$ cat src/design/psl_pkg.sv
package psl_pkg;
  // time base: one tick per millisecond
  localparam int unsigned CLK_HZ     = 25_000_000;
  localparam int unsigned TICK_US    = 1000;
  localparam int unsigned TICK_CYC   = CLK_HZ / 1_000_000 * TICK_US;
  localparam int          TW         = 15;

  localparam int unsigned DEB_MS     = 20;
  localparam int unsigned MIN_MS     = 100;
  localparam int unsigned MAX_MS     = 2000;
  localparam int unsigned RST_MS     = 3000;
  localparam int unsigned REARM_MS   = 3000;
  localparam int unsigned KEYGEN_MS  = 30000;
  localparam int unsigned SEARCH_MS  = 30000;
  localparam int unsigned QON_MS     = 100;
  localparam int unsigned QOFF_MS    = 150;
  localparam int unsigned SON_MS     = 500;
  localparam int unsigned SOFF_MS    = 500;
  localparam int unsigned GAP_MS     = 500;

  localparam logic [TW-1:0] T_DEB    = TW'(DEB_MS * 1000 / TICK_US);
  localparam logic [TW-1:0] T_MIN    = TW'(MIN_MS * 1000 / TICK_US);
  localparam logic [TW-1:0] T_MAX    = TW'(MAX_MS * 1000 / TICK_US);
  localparam logic [TW-1:0] T_RST    = TW'(RST_MS * 1000 / TICK_US);
  localparam logic [TW-1:0] T_REARM  = TW'(REARM_MS * 1000 / TICK_US);
  localparam logic [TW-1:0] T_KEYGEN = TW'(KEYGEN_MS * 1000 / TICK_US);
  localparam logic [TW-1:0] T_SEARCH = TW'(SEARCH_MS * 1000 / TICK_US);
  localparam logic [TW-1:0] T_QON    = TW'(QON_MS * 1000 / TICK_US);
  localparam logic [TW-1:0] T_QOFF   = TW'(QOFF_MS * 1000 / TICK_US);
  localparam logic [TW-1:0] T_SON    = TW'(SON_MS * 1000 / TICK_US);
  localparam logic [TW-1:0] T_SOFF   = TW'(SOFF_MS * 1000 / TICK_US);
  localparam logic [TW-1:0] T_GAP    = TW'(GAP_MS * 1000 / TICK_US);
  localparam logic [TW-1:0] T_SAT    = 15'h7fff;

  localparam logic [2:0]  NP_JOIN    = 3'h1;
  localparam logic [2:0]  NP_TEST    = 3'h3;
  localparam logic [2:0]  NP_RESET   = 3'h4;
  localparam logic [13:0] FACTORY_BAUD = 14'h2580;
  localparam logic [1:0]  KEY_NODE   = 2'h1;
  localparam logic [1:0]  KEY_ADMIN  = 2'h2;

  typedef enum logic [3:0] {
    PAT_NONE   = 4'h0,
    PAT_ADMIN  = 4'h1,
    PAT_NODE   = 4'h2,
    PAT_XFER   = 4'h3,
    PAT_XDONE  = 4'h4,
    PAT_CANCEL = 4'h5,
    PAT_FAIL   = 4'h6,
    PAT_ACK    = 4'h7,
    PAT_RESET  = 4'h8,
    PAT_TEST1  = 4'h9,
    PAT_TEST2  = 4'ha,
    PAT_TEST3  = 4'hb
  } psl_pat_type;
endpackage : psl_pkg

$ cat src/design/psl_blink.sv
`timescale 1ns/100ps
module psl_blink (
  // clock and reset
  input  wire logic       mclk_i,
  input  wire logic       arst_n_i,
  // pattern control
  input  wire logic       tick_i,
  input  wire logic       run_i,
  input  wire logic       slow_i,
  input  wire logic [1:0] quick_i,
  input  wire logic [2:0] reps_i,
  // result
  output logic            led_o,
  output logic            done_o
);
  import psl_pkg::*;

  typedef enum logic [2:0] {
    PH_IDLE = 3'h0,
    PH_SON  = 3'h1,
    PH_SOFF = 3'h2,
    PH_QON  = 3'h3,
    PH_QOFF = 3'h4,
    PH_GAP  = 3'h5,
    PH_DONE = 3'h6
  } psl_ph_type;

  typedef struct packed {
    psl_ph_type    ph;
    logic [TW-1:0] cnt;
    logic [1:0]    qleft;
    logic [2:0]    grp;
    logic          led;
    logic          done;
  } psl_blk_type;

  psl_blk_type q, n;
  logic        gend;

  always_comb begin
    n      = q;
    gend   = 1'b0;
    n.done = 1'b0;
    if (tick_i && q.cnt != T_SAT) n.cnt = q.cnt + 15'h1;
    if (!run_i) begin
      n.ph  = PH_IDLE;
      n.cnt = '0;
      n.grp = '0;
      n.led = 1'b0;
    end else begin
      unique case (q.ph)
        PH_IDLE: begin
          n.cnt   = '0;
          n.led   = 1'b1;
          n.qleft = quick_i;
          n.ph    = slow_i ? PH_SON : PH_QON;
        end
        PH_SON: if (q.cnt >= T_SON) begin
          n.ph  = PH_SOFF;
          n.cnt = '0;
          n.led = 1'b0;
        end
        PH_SOFF: if (q.cnt >= T_SOFF) begin
          n.cnt = '0;
          if (quick_i != 2'h0) begin
            n.ph  = PH_QON;
            n.led = 1'b1;
          end else begin
            gend = 1'b1;
          end
        end
        PH_QON: if (q.cnt >= T_QON) begin
          n.ph    = PH_QOFF;
          n.cnt   = '0;
          n.led   = 1'b0;
          n.qleft = q.qleft - 2'h1;
        end
        PH_QOFF: if (q.cnt >= T_QOFF) begin
          n.cnt = '0;
          if (q.qleft != 2'h0) begin
            n.ph  = PH_QON;
            n.led = 1'b1;
          end else begin
            n.ph = PH_GAP;
          end
        end
        PH_GAP: if (q.cnt >= T_GAP) gend = 1'b1;
        PH_DONE: n.led = 1'b0;
        default: n.ph = PH_IDLE;
      endcase
      // group finished: stop after reps groups, zero repeats forever
      if (gend) begin
        n.grp = q.grp + 3'h1;
        if (reps_i != 3'h0 && n.grp == reps_i) begin
          n.ph   = PH_DONE;
          n.done = 1'b1;
        end else begin
          n.ph = PH_IDLE;
        end
      end
    end
  end

  always_ff @(posedge mclk_i or negedge arst_n_i) begin
    if (!arst_n_i) q <= '{ph: PH_IDLE, default: '0};
    else q <= n;
  end

  assign led_o  = q.led;
  assign done_o = q.done;
endmodule : psl_blink

$ cat src/design/psl_status_led.sv
`timescale 1ns/100ps
module psl_status_led #(
  parameter int unsigned TICK_CYCLES = psl_pkg::TICK_CYC
) (
  // clock and reset
  input  wire logic        mclk_i,
  input  wire logic        arst_n_i,
  // pushbutton pin
  input  wire logic        pushbutton_in,
  // pairing status from the controller
  input  wire logic        pair_busy_i,
  input  wire logic        admin_search_i,
  input  wire logic        node_search_i,
  input  wire logic        key_xfer_i,
  input  wire logic        key_xfer_done_i,
  input  wire logic        pair_fail_i,
  input  wire logic [1:0]  key_state_i,
  input  wire logic        pkt_activity_i,
  // triggers
  output logic             join_start_o,
  output logic             join_cancel_o,
  output logic             keygen_start_o,
  output logic             key_test_o,
  output logic             factory_restore_o,
  output logic             restart_o,
  output logic [13:0]      factory_baud_o,
  // indicator
  output logic             status_led_out
);
  import psl_pkg::*;

  localparam logic [TW-1:0] TICK_LAST = TW'(TICK_CYCLES - 1);

  typedef enum logic [2:0] {
    S_IDLE  = 3'h0,
    S_HIGH  = 3'h1,
    S_LOW   = 3'h2,
    S_BAD   = 3'h3,
    S_LHOLD = 3'h4,
    S_RHOLD = 3'h5
  } psl_prs_type;

  typedef struct packed {
    logic [2:0]    sync;
    logic [TW-1:0] deb;
    logic          btn;
    logic [TW-1:0] div;
    logic          tick;
    psl_prs_type   st;
    logic [2:0]    npulse;
    logic [TW-1:0] tcnt;
    logic [TW-1:0] scnt;
    psl_pat_type   one;
    psl_pat_type   sel;
    psl_pat_type   psel;
    logic          led;
    logic          join_start;
    logic          join_cancel;
    logic          keygen;
    logic          key_test;
    logic          restore;
    logic          restart;
    logic [13:0]   baud;
  } psl_main_type;

  psl_main_type q, n;
  logic         hold;
  logic         blk_run;
  logic [5:0]   blk_cfg;
  logic         blk_led;
  logic         blk_done;

  // {slow first, quick count, groups (0 = endless)}
  function automatic logic [5:0] pat_cfg(input psl_pat_type p);
    unique case (p)
      PAT_ADMIN:  pat_cfg = {1'b0, 2'h2, 3'h0};
      PAT_NODE:   pat_cfg = {1'b0, 2'h1, 3'h0};
      PAT_XFER:   pat_cfg = {1'b0, 2'h1, 3'h0};
      PAT_XDONE:  pat_cfg = {1'b1, 2'h0, 3'h6};
      PAT_CANCEL: pat_cfg = {1'b0, 2'h2, 3'h1};
      PAT_FAIL:   pat_cfg = {1'b1, 2'h0, 3'h3};
      PAT_ACK:    pat_cfg = {1'b1, 2'h2, 3'h0};
      PAT_RESET:  pat_cfg = {1'b0, 2'h3, 3'h0};
      PAT_TEST1:  pat_cfg = {1'b0, 2'h1, 3'h3};
      PAT_TEST2:  pat_cfg = {1'b0, 2'h2, 3'h3};
      PAT_TEST3:  pat_cfg = {1'b0, 2'h3, 3'h3};
      default:    pat_cfg = 6'h00;
    endcase
  endfunction : pat_cfg

  assign hold    = (q.st == S_LHOLD) || (q.st == S_RHOLD);
  assign blk_cfg = pat_cfg(q.sel);
  // one idle cycle whenever the selection changes restarts the pattern
  assign blk_run = (q.sel != PAT_NONE) && (q.sel == q.psel);

  always_comb begin
    n             = q;
    n.tick        = 1'b0;
    n.join_start  = 1'b0;
    n.join_cancel = 1'b0;
    n.keygen      = 1'b0;
    n.key_test    = 1'b0;
    n.restore     = 1'b0;
    n.restart     = q.restore;
    n.sync        = {q.sync[1:0], pushbutton_in};
    if (q.div == TICK_LAST) begin
      n.div  = '0;
      n.tick = 1'b1;
    end else begin
      n.div = q.div + 15'h1;
    end
    // accept a level only after stable for the debounce time
    if (q.sync[1] == q.sync[2] && q.sync[2] != q.btn) begin
      if (q.tick) n.deb = q.deb + 15'h1;
      if (q.deb >= T_DEB) begin
        n.btn = q.sync[2];
        n.deb = '0;
      end
    end else begin
      n.deb = '0;
    end
    if (q.tick && q.tcnt != T_SAT) n.tcnt = q.tcnt + 15'h1;
    if (blk_done && q.one == q.sel) n.one = PAT_NONE;

    unique case (q.st)
      S_IDLE: begin
        n.npulse = 3'h0;
        n.tcnt   = '0;
        if (q.btn) n.st = S_HIGH;
      end
      S_HIGH: begin
        if (q.btn) begin
          if (q.npulse == 3'h0 && q.tcnt >= T_KEYGEN) begin
            n.keygen = 1'b1;
            n.st     = S_LHOLD;
          end else if (q.npulse == NP_RESET && q.tcnt > T_RST) begin
            n.st = S_RHOLD;
          end
        end else if (q.tcnt < T_MIN || q.tcnt > T_MAX || q.npulse == NP_RESET) begin
          n.st   = S_BAD;
          n.tcnt = '0;
        end else begin
          n.npulse = q.npulse + 3'h1;
          n.st     = S_LOW;
          n.tcnt   = '0;
        end
      end
      S_LOW: begin
        if (q.btn) begin
          n.tcnt = '0;
          n.st   = (q.tcnt < T_MIN) ? S_BAD : S_HIGH;
        end else if (q.tcnt > T_MAX) begin
          n.st = S_IDLE;
          if (q.npulse == NP_JOIN) begin
            if (pair_busy_i) begin
              n.join_cancel = 1'b1;
              n.one         = PAT_CANCEL;
            end else begin
              n.join_start = 1'b1;
            end
          end else if (q.npulse == NP_TEST) begin
            n.key_test = 1'b1;
            if (key_state_i == KEY_ADMIN) n.one = PAT_TEST3;
            else if (key_state_i == KEY_NODE) n.one = PAT_TEST2;
            else n.one = PAT_TEST1;
          end
        end
      end
      S_BAD: begin
        if (q.btn) n.tcnt = '0;
        else if (q.tcnt >= T_REARM) n.st = S_IDLE;
      end
      S_LHOLD: if (!q.btn) n.st = S_IDLE;
      S_RHOLD: if (!q.btn) begin
        n.restore = 1'b1;
        n.baud    = FACTORY_BAUD;
        n.st      = S_IDLE;
      end
      default: n.st = S_IDLE;
    endcase

    if (pair_fail_i) n.one = PAT_FAIL;
    if (key_xfer_done_i) n.one = PAT_XDONE;

    if (!(admin_search_i || node_search_i)) n.scnt = '0;
    else if (q.tick && q.scnt != T_SAT) n.scnt = q.scnt + 15'h1;

    n.psel = q.sel;
    if (q.st == S_RHOLD) n.sel = PAT_RESET;
    else if (q.st == S_LHOLD) n.sel = PAT_ACK;
    else if (q.one != PAT_NONE) n.sel = q.one;
    else if (key_xfer_i) n.sel = PAT_XFER;
    else if (admin_search_i && q.scnt < T_SEARCH) n.sel = PAT_ADMIN;
    else if (node_search_i && q.scnt < T_SEARCH) n.sel = PAT_NODE;
    else n.sel = PAT_NONE;

    if (hold) n.led = blk_led;
    else if (q.btn) n.led = 1'b1;
    else if (q.sel != PAT_NONE) n.led = blk_led;
    else n.led = pkt_activity_i;
  end

  always_ff @(posedge mclk_i or negedge arst_n_i) begin
    if (!arst_n_i) begin
      q <= '{st: S_IDLE, one: PAT_NONE, sel: PAT_NONE, psel: PAT_NONE, default: '0};
    end else begin
      q <= n;
    end
  end

  psl_blink u_blink (
    .mclk_i   (mclk_i),
    .arst_n_i (arst_n_i),
    .tick_i   (q.tick),
    .run_i    (blk_run),
    .slow_i   (blk_cfg[5]),
    .quick_i  (blk_cfg[4:3]),
    .reps_i   (blk_cfg[2:0]),
    .led_o    (blk_led),
    .done_o   (blk_done)
  );

  assign status_led_out    = q.led;
  assign join_start_o      = q.join_start;
  assign join_cancel_o     = q.join_cancel;
  assign keygen_start_o    = q.keygen;
  assign key_test_o        = q.key_test;
  assign factory_restore_o = q.restore;
  assign restart_o         = q.restart;
  assign factory_baud_o    = q.baud;
endmodule : psl_status_led

$ cat config.mk
export PLATFORM = sky130hd
export DESIGN_NAME = psl_status_led
export DESIGN_NICKNAME = d
export VERILOG_FILES = /design/src/design/psl_pkg.sv /design/src/design/psl_blink.sv /design/src/design/psl_status_led.sv
export SDC_FILE = /design/constraint.sdc
export NUM_CORES = 1
export LEC_CHECK = 0
export BUFFER_PORTS_ARGS = -buffer_cell sky130_fd_sc_hd__buf_2
export CAP_MARGIN = 5
export CORE_MARGIN = 5
export CORE_UTILIZATION = 55
export DETAILED_ROUTE_END_ITERATION = 8
export PLACE_DENSITY_LB_ADDON = 0.15
export SLEW_MARGIN = 20
export SYNTH_ARGS = -nofsm -noshare
export SYNTH_HDL_FRONTEND = slang
export SYNTH_HIERARCHICAL = 1
export SYNTH_SLANG_ARGS = --single-unit
$ cat constraint.sdc
create_clock -name mclk_i -period 5.2 [get_ports mclk_i]
set_input_delay 0 -clock mclk_i [delete_from_list [all_inputs] [get_ports mclk_i]]
set_output_delay 0 -clock mclk_i [all_outputs]
set_load 0.05 [all_outputs]
* Word-level counts from Yosys, hierarchy flattened
Memory sizes are Yosys's and may differ from the RTL's. Index checks and enable logic that the tools add are counted.
Storage, ports and cells: register bits after elaboration 116, memory bits (read-only) 96, logic and storage cells 223, input port bits 12, memories kept 1
Memories:
- (no name shown) | depth 16, width 6, read ports 1, clocked after memory_dff 0, write ports 0, line psl_status_led.sv:75 | unique case (p)
Operators by class: equal/unequal tests 50, bitwise logic cells 1, $add $sub $neg 8, muxes and demuxes 92, reduce and logical (&&, ||, !) cells 35, magnitude comparators 10
Operators with widths (count):
- 15-bit 2-to-1 mux | 8
- 18-bit 2-to-1 mux | 5
- 15-bit by 1-bit adder with 15-bit output (second input constant) | 5
- 15-bit case mux with 5 select lines | 1
- 4-bit 2-to-1 mux | 14
- 3-bit 2-to-1 mux | 15
- 15-bit inequality test (second input constant) | 3
- 15-bit case mux with 3 select lines | 1
- 1-bit 2-to-1 mux | 30
- 3-bit inequality test (second input constant) | 8
- 4-bit inequality test (second input constant) | 6
- 2-bit 2-to-1 mux | 10
- 20-bit 2-to-1 mux | 1
- 3-bit equality test (second input constant) | 6
- 3-bit case mux with 6 select lines | 1
- 16-bit 2-to-1 mux | 1
- 15-bit equality test (second input constant) | 1
- 3-bit by 2-bit equality test with 1-bit output (second input constant) | 5
- 15-bit by 12-bit greater-or-equal comparator with 1-bit output (second input constant) | 1
- 15-bit greater-or-equal comparator (second input constant) | 1
- 15-bit by 5-bit greater-or-equal comparator with 1-bit output (second input constant) | 1
- 15-bit by 7-bit greater-or-equal comparator with 1-bit output (second input constant) | 1
- 15-bit by 8-bit greater-or-equal comparator with 1-bit output (second input constant) | 1
- 15-bit by 9-bit greater-or-equal comparator with 1-bit output (second input constant) | 1
- other kinds (34) | 69

* Logic depth before layout (Yosys ltp)
word-level depth 10, mapped depth 10, depth with buffers taken out 10

* By module
Netlist, hierarchy kept.
By module, submodules not included:
- psl_status_led | area an instance 4618.2 um^2, cells each 469, sequential area each 2277.2 um^2, instances 1
- psl_blink | area an instance 1626.6 um^2, cells each 178, sequential area each 625.6 um^2, instances 1

* Worst setup path after synthesis
OpenSTA, ideal clock, no wires.
kind register -> register, start register q (netlist bit n[21]), end register u_blink/q[24] (netlist name), setup slack 3002 ps, cell stages (with the launch flop) 9, arrival time 2072 ps, clock period less this slack 2198 ps, setup time 126 ps, cells stage by stage dfrtp_1 inv_1 ha_1 a211oi_1 nor3_1 a22o_1 nand2b_1 o311a_1 a221o_1
On the way: longest elaborated chain between the ends 8, elaborated cells between the ends (all ways) 22, classes of those cells eq/ne (8); mux (7); reduce/logical (6); memory (1)
Ends and longest elaborated chain:
- start: declaration | line psl_status_led.sv:66 | psl_main_type q, n;
- start signal: assignment | line psl_status_led.sv:207 | q <= n;
- memory 16 x 6 bit (*)
- named net blk_cfg[3] | line psl_status_led.sv:69 | logic [5:0] blk_cfg;
- 2-bit nonzero test (*) | line psl_blink.sv:65 | if (quick_i != 2'h0) begin
- 1-bit 2-to-1 mux | line psl_blink.sv:65
- 1-bit 2-to-1 mux | line psl_blink.sv:63 | PH_SOFF: if (q.cnt >= T_SOFF) begin
- 1-bit case mux with 2 select lines | line psl_blink.sv:51 | unique case (q.ph)
- 1-bit 2-to-1 mux | line psl_blink.sv:45 | if (!run_i) begin
- 4-bit inequality test (no line) (tied with other cells)
- 6-bit AND reduction (no line) or 18-bit 2-to-1 mux (tied branches)
- end signal: assignment | line psl_blink.sv:106 | else q <= n;
- end: declaration | line psl_blink.sv:37 | psl_blk_type q, n;
Mark *: on every way through the listed nets, which the timed path passes. The rest lies on a longest branch. The select of a mux whose other input is x is not followed. A chain may end at the register's enable or synchronous reset.

==> impl.org <==
** Floorplanning
- For this configuration, the core starts out at a cell density of a little under three fifths.
- In this run the vertical extent of the chip is 117 um.
- Top-level I/O count :: 33
- Die Width :: 117 um
- Die area :: between 0.01 and 0.015 mm^2
- After floorplanning, the core was sized to cover about 0.011 mm^2.
- The initialized floorplan defines 39 standard-cell rows.

** Clock tree
- CTS H-Tree Depth :: 4
- Counting the buffers created by CTS gives 17.
- Clock slew at the register clock pins of the worst setup and hold paths :: ~0.06 ns
- Worst-skew pair later-pin latency :: a little over 0.4 ns
- Counting every sink on the clock net gives 116.
- In this run the deepest clock path goes through 2 buffers.
- Clock tree from TritonCTS :: yes
- Buffer cell driving the clock tree root :: sky130_fd_sc_hd__clkbuf_16

** Timing
- Across the routed clock network, the largest skew measured is slightly above 0.005 ns.
- Setup TNS Final :: 0 ns
- Fmax achieved :: between 300 and 400 MHz
- Final-report hold violation count :: 0
- Setup repair after global routing missed its margin :: no
- For the pin with the worst max-slew slack, the measured transition is approximately 0.94 ns.
- Final critical-path required period :: 2.75 ns
- The number of max-slew violations in the final report came to 0.
- Max-slew headroom :: about 37%
- Fin worst setup slack :: between 2 and 2.5 ns
- Part of the cycle the worst path needs :: between 50% and 60%
- Final number of setup-violating endpoints :: 0

** Placement
- Detailed placement ended at an HPWL of between 8000 and 9000 um.
- Number of cells after detailed placement :: roughly 800
- The congestion estimate from routability-driven global placement came to just over 0.9.
- Post-DP Area :: 0.00640 mm^2
- Port Buf Inserts :: 22
- Setup Slack @ Placement :: between 2 and 3 ns

** Drt
- Detailed-route wire length :: 12,100 um
- In the routed design, unresolved DRC markers number 0.
- After detailed routing, the number of vias per cell comes to between 5 and 6.
- Via Count :: ~4.6k
- Number of detailed-routing iterations run before antenna repair :: 4
- Iteration-0 DRC count of the detailed router :: slightly above 300
- Count of antenna-violating nets left after detailed routing :: 0
- After detailed routing, the average wire length per cell comes to between 10 and 15 um.

** Global routing
- The first global-routing pass estimated between 20,000 and 25,000 um of wire.
- Global routing finished with a remaining overflow of 0.
- In the global route stage, overall resource usage came out at 19.5%.
- Antenna violations before repair :: 0
- Maximum number of pins on one net before global-route repair :: 62
- Number of global-route vias before repair :: roughly 4.5k

** Worst setup path
- Data required, critical path :: between 5 and 6 ns
- Critical Path Source Type :: flop
- Critical path, cell by cell :: o41a_1 -> o2111a_2 -> o211a_1 -> and3_2 -> a2111oi_1 -> dlygate4sd3_1
- Type of element capturing the critical path :: flop
- Reg2reg end :: q[29]
- Counting both buffers and inverters, the worst setup path holds a total of 1.
- In this run the worst setup path terminates at q[29].
- Beginning of the critical path :: q[51]
- The critical path in this run is classified as flop to flop.
- In this run the number of cells on the critical path is 6.
- Of all nets on the critical path, the largest fanout is 7.
- Depth of the worst register-to-register path :: 6
- Largest stage delay on the critical path :: about 0.60 ns
- Worst EP arrival :: between 3 and 4 ns
- The kind of cell with the highest combined delay along the critical path is compound AO/OA/AOI/OAI gates.
- Register-to-register setup slack :: ~2.5 ns
- The slowest stage of the critical path belongs to the cell sky130_fd_sc_hd__dlygate4sd3_1.
- Reg-to-Reg Start :: q[51]

** Synth
- Cells after synthesis :: between 600 and 700
- In this run, distinct cell masters in the synthesized netlist total between 70 and 80.
- Share of synthesized area occupied by flip-flops and latches :: a little under half
- Largest area contributor in the netlist :: sky130_fd_sc_hd__dfrtp_1
- Among all flip-flop cells after synthesis, the most frequent one is sky130_fd_sc_hd__dfrtp_1.
- Area share of the largest cell type after synthesis :: a little under half
- Of all flip-flops after synthesis, the portion carrying an async set or reset was 100%.
- In this run, synthesis inferred 0 flip-flops with an integrated enable.
- Mean instance size in the synthesized netlist :: about 9.7 um^2
- FF+latch count, synth :: 116
- For this run, the number of Yosys warnings is 6.
- By area the synthesized netlist is led by sky130_fd_sc_hd__dfrtp_1 (46%), sky130_fd_sc_hd__nor2_1 (5.4%), sky130_fd_sc_hd__xnor2_1 (5.2%), sky130_fd_sc_hd__xor2_1 (4.2%), sky130_fd_sc_hd__ha_1 (3.8%).
- Summed instance area of the synthesized netlist :: ~0.0062 mm^2

** Job
- Max-cap violations in this run came to 0.

** Layout
- Nets :: 712
- Number of non-filler instances in the completed layout :: 837
- Compared with the post-synthesis result, the final layout area differs by 14.0%.
- Diodes inserted :: 0
- Cells with a size suffix above 1 make up roughly 11% of the layout.
- After routing the design area is approximately 0.0071 mm^2.

** Run status
- Result of the run :: completed

** Power
- Total power for the finished layout comes to roughly 2.5 mW.
- Static leakage power :: ~3.2 nW
- The worst-case IR drop observed on VDD is between 0.2 and 0.3 mV.
- In this run the power density over the cells is around 350 mW/mm^2.

** Min path
- Worst hold-check path type :: input port to flop
[metrics by stage]
step	hold WS (ns)	util, %
4_1_cts	0.0439	63.1
3_3_place_gp	0.123	56.8
3_5_place_dp	0.133	56.8
5_1_grt	0.0818	63.2
6_report	0.0590	63.2
2_1_floorplan	-0.296	-
[cells by family after synthesis]
family / count (synthesis) / share of synthesized area, %
simple gates: 278 / 22.9
flops: 116 / 46.5
compound gates: 97 / 11.0
xor+xnor: 67 / 9.40
buf+inv: 62 / 5.13
fa+ha+maj: 19 / 3.81
mux: 7 / 1.16
other cells: 1 / 0.0601
[cells in the final DEF (no fill, tap or decap), drive strengths merged, types with 9 or more instances in the layout]
| master | Yosys | layout |
|---|---|---|
| a21oi | 19 | 19 |
| xor2 | 30 | 30 |
| ha | 19 | 19 |
| nor2b | 11 | 11 |
| and3 | 15 | 15 |
| nand4 | 14 | 14 |
| nand2 | 51 | 51 |
| nor2 | 90 | 90 |
| xnor2 | 37 | 37 |
| nor4 | 9 | 9 |
| nor3 | 15 | 15 |
| dfrtp | 116 | 116 |
| nand3 | 29 | 29 |
| clkbuf | 13 | 17 |
| inv | 25 | 28 |
| conb | 1 | 20 |
| buf | 24 | 25 |
| o21ai | 25 | 25 |
[how the worst min path moves through the flow]
stage,start,to,cells past startpoint
floorplan,arst_n_i,factory_baud_o[7],0
global placement,arst_n_i,join_start_o,1
detailed placement,arst_n_i,restart_o,1
CTS,key_state_i[0],q[30],5
global route,pkt_activity_i,status_led_out,4
finish,pkt_activity_i,status_led_out,4
[cell usage after synthesis (3+ instances only)]
| cell type | number |
|---|---|
| sky130_fd_sc_hd__a211o_1 | 3 |
| sky130_fd_sc_hd__nand3_1 | 29 |
| sky130_fd_sc_hd__xor2_1 | 30 |
| sky130_fd_sc_hd__nor4b_1 | 3 |
| sky130_fd_sc_hd__ha_1 | 19 |
| sky130_fd_sc_hd__o211ai_1 | 3 |
| sky130_fd_sc_hd__nor2_1 | 90 |
| sky130_fd_sc_hd__or3_1 | 6 |
| sky130_fd_sc_hd__nor3b_1 | 3 |
| sky130_fd_sc_hd__o21ai_0 | 24 |
| sky130_fd_sc_hd__a31oi_1 | 3 |
| sky130_fd_sc_hd__dfrtp_1 | 116 |
| sky130_fd_sc_hd__xnor2_1 | 37 |
| sky130_fd_sc_hd__a21oi_1 | 19 |
| sky130_fd_sc_hd__buf_4 | 15 |
| sky130_fd_sc_hd__nand4_1 | 14 |
| sky130_fd_sc_hd__and4_1 | 6 |
| sky130_fd_sc_hd__buf_6 | 3 |
| sky130_fd_sc_hd__nor2b_1 | 11 |
| sky130_fd_sc_hd__mux2i_1 | 5 |
| sky130_fd_sc_hd__clkbuf_1 | 12 |
| sky130_fd_sc_hd__nand2b_1 | 4 |
| sky130_fd_sc_hd__a211oi_1 | 7 |
| sky130_fd_sc_hd__nand2_1 | 51 |
| sky130_fd_sc_hd__o311ai_0 | 3 |
| sky130_fd_sc_hd__nor4_1 | 6 |
| sky130_fd_sc_hd__a221o_1 | 3 |
| sky130_fd_sc_hd__and2_1 | 5 |
| sky130_fd_sc_hd__buf_2 | 6 |
| sky130_fd_sc_hd__inv_1 | 25 |
| sky130_fd_sc_hd__nor3_1 | 14 |
| sky130_fd_sc_hd__nand3b_1 | 4 |
| sky130_fd_sc_hd__and3_1 | 13 |
[cell type report]
cell class | instances | area [um^2]
Fill cell | 958 | 4150
Multi-Input combinational cell | 488 | 3100
Sequential cell | 116 | 2900
Clock buffer | 17 | 425
Timing Repair Buffer | 33 | 215
Clock inverter | 15 | 204
Tap cell | 143 | 179
Inverter | 25 | 93.8
[worst min-delay path: stages]
cell and delay, ns:
sky130_fd_sc_hd__buf_2 0.11, sky130_fd_sc_hd__nand3b_1 0.14, sky130_fd_sc_hd__o21ai_0 0.08, sky130_fd_sc_hd__a21oi_1 0.09
[repair_timing]
item | 4_1_cts | 5_1_grt
hold buffers | 8 | 0
setup buffers | 0 | 0
hold endpoints to repair | 69 | 0
gates resized for setup | 0 | 0
[layer usage]
metal	up-vias	wire length, um	global-route usage [%]
li1	2294	-	-
met1	2249	5760	26.5
met2	74	5730	30.8
met3	11	468	5.65
met4	0	146	5.66
met5	-	0	0
[sequential cells by signal (all words and copies together), names as in the netlist]
signal             cells
factory_baud_o         1
factory_restore_o      1
join_cancel_o          1
join_start_o           1
key_test_o             1
keygen_start_o         1
n                      6
q                     77
restart_o              1
status_led_out         1
u_blink/done_o         1
u_blink/led_o          1
u_blink/q             23
[power breakdown]
group | switching, mW | internal (mW) | total [mW]
logic | 0.172 | 0.0934 | 0.265
registers | 0.0471 | 0.936 | 0.983
clock network | 0.424 | 0.804 | 1.23
total | 0.643 | 1.83 | 2.48
(Power assumes the default switching activity.)
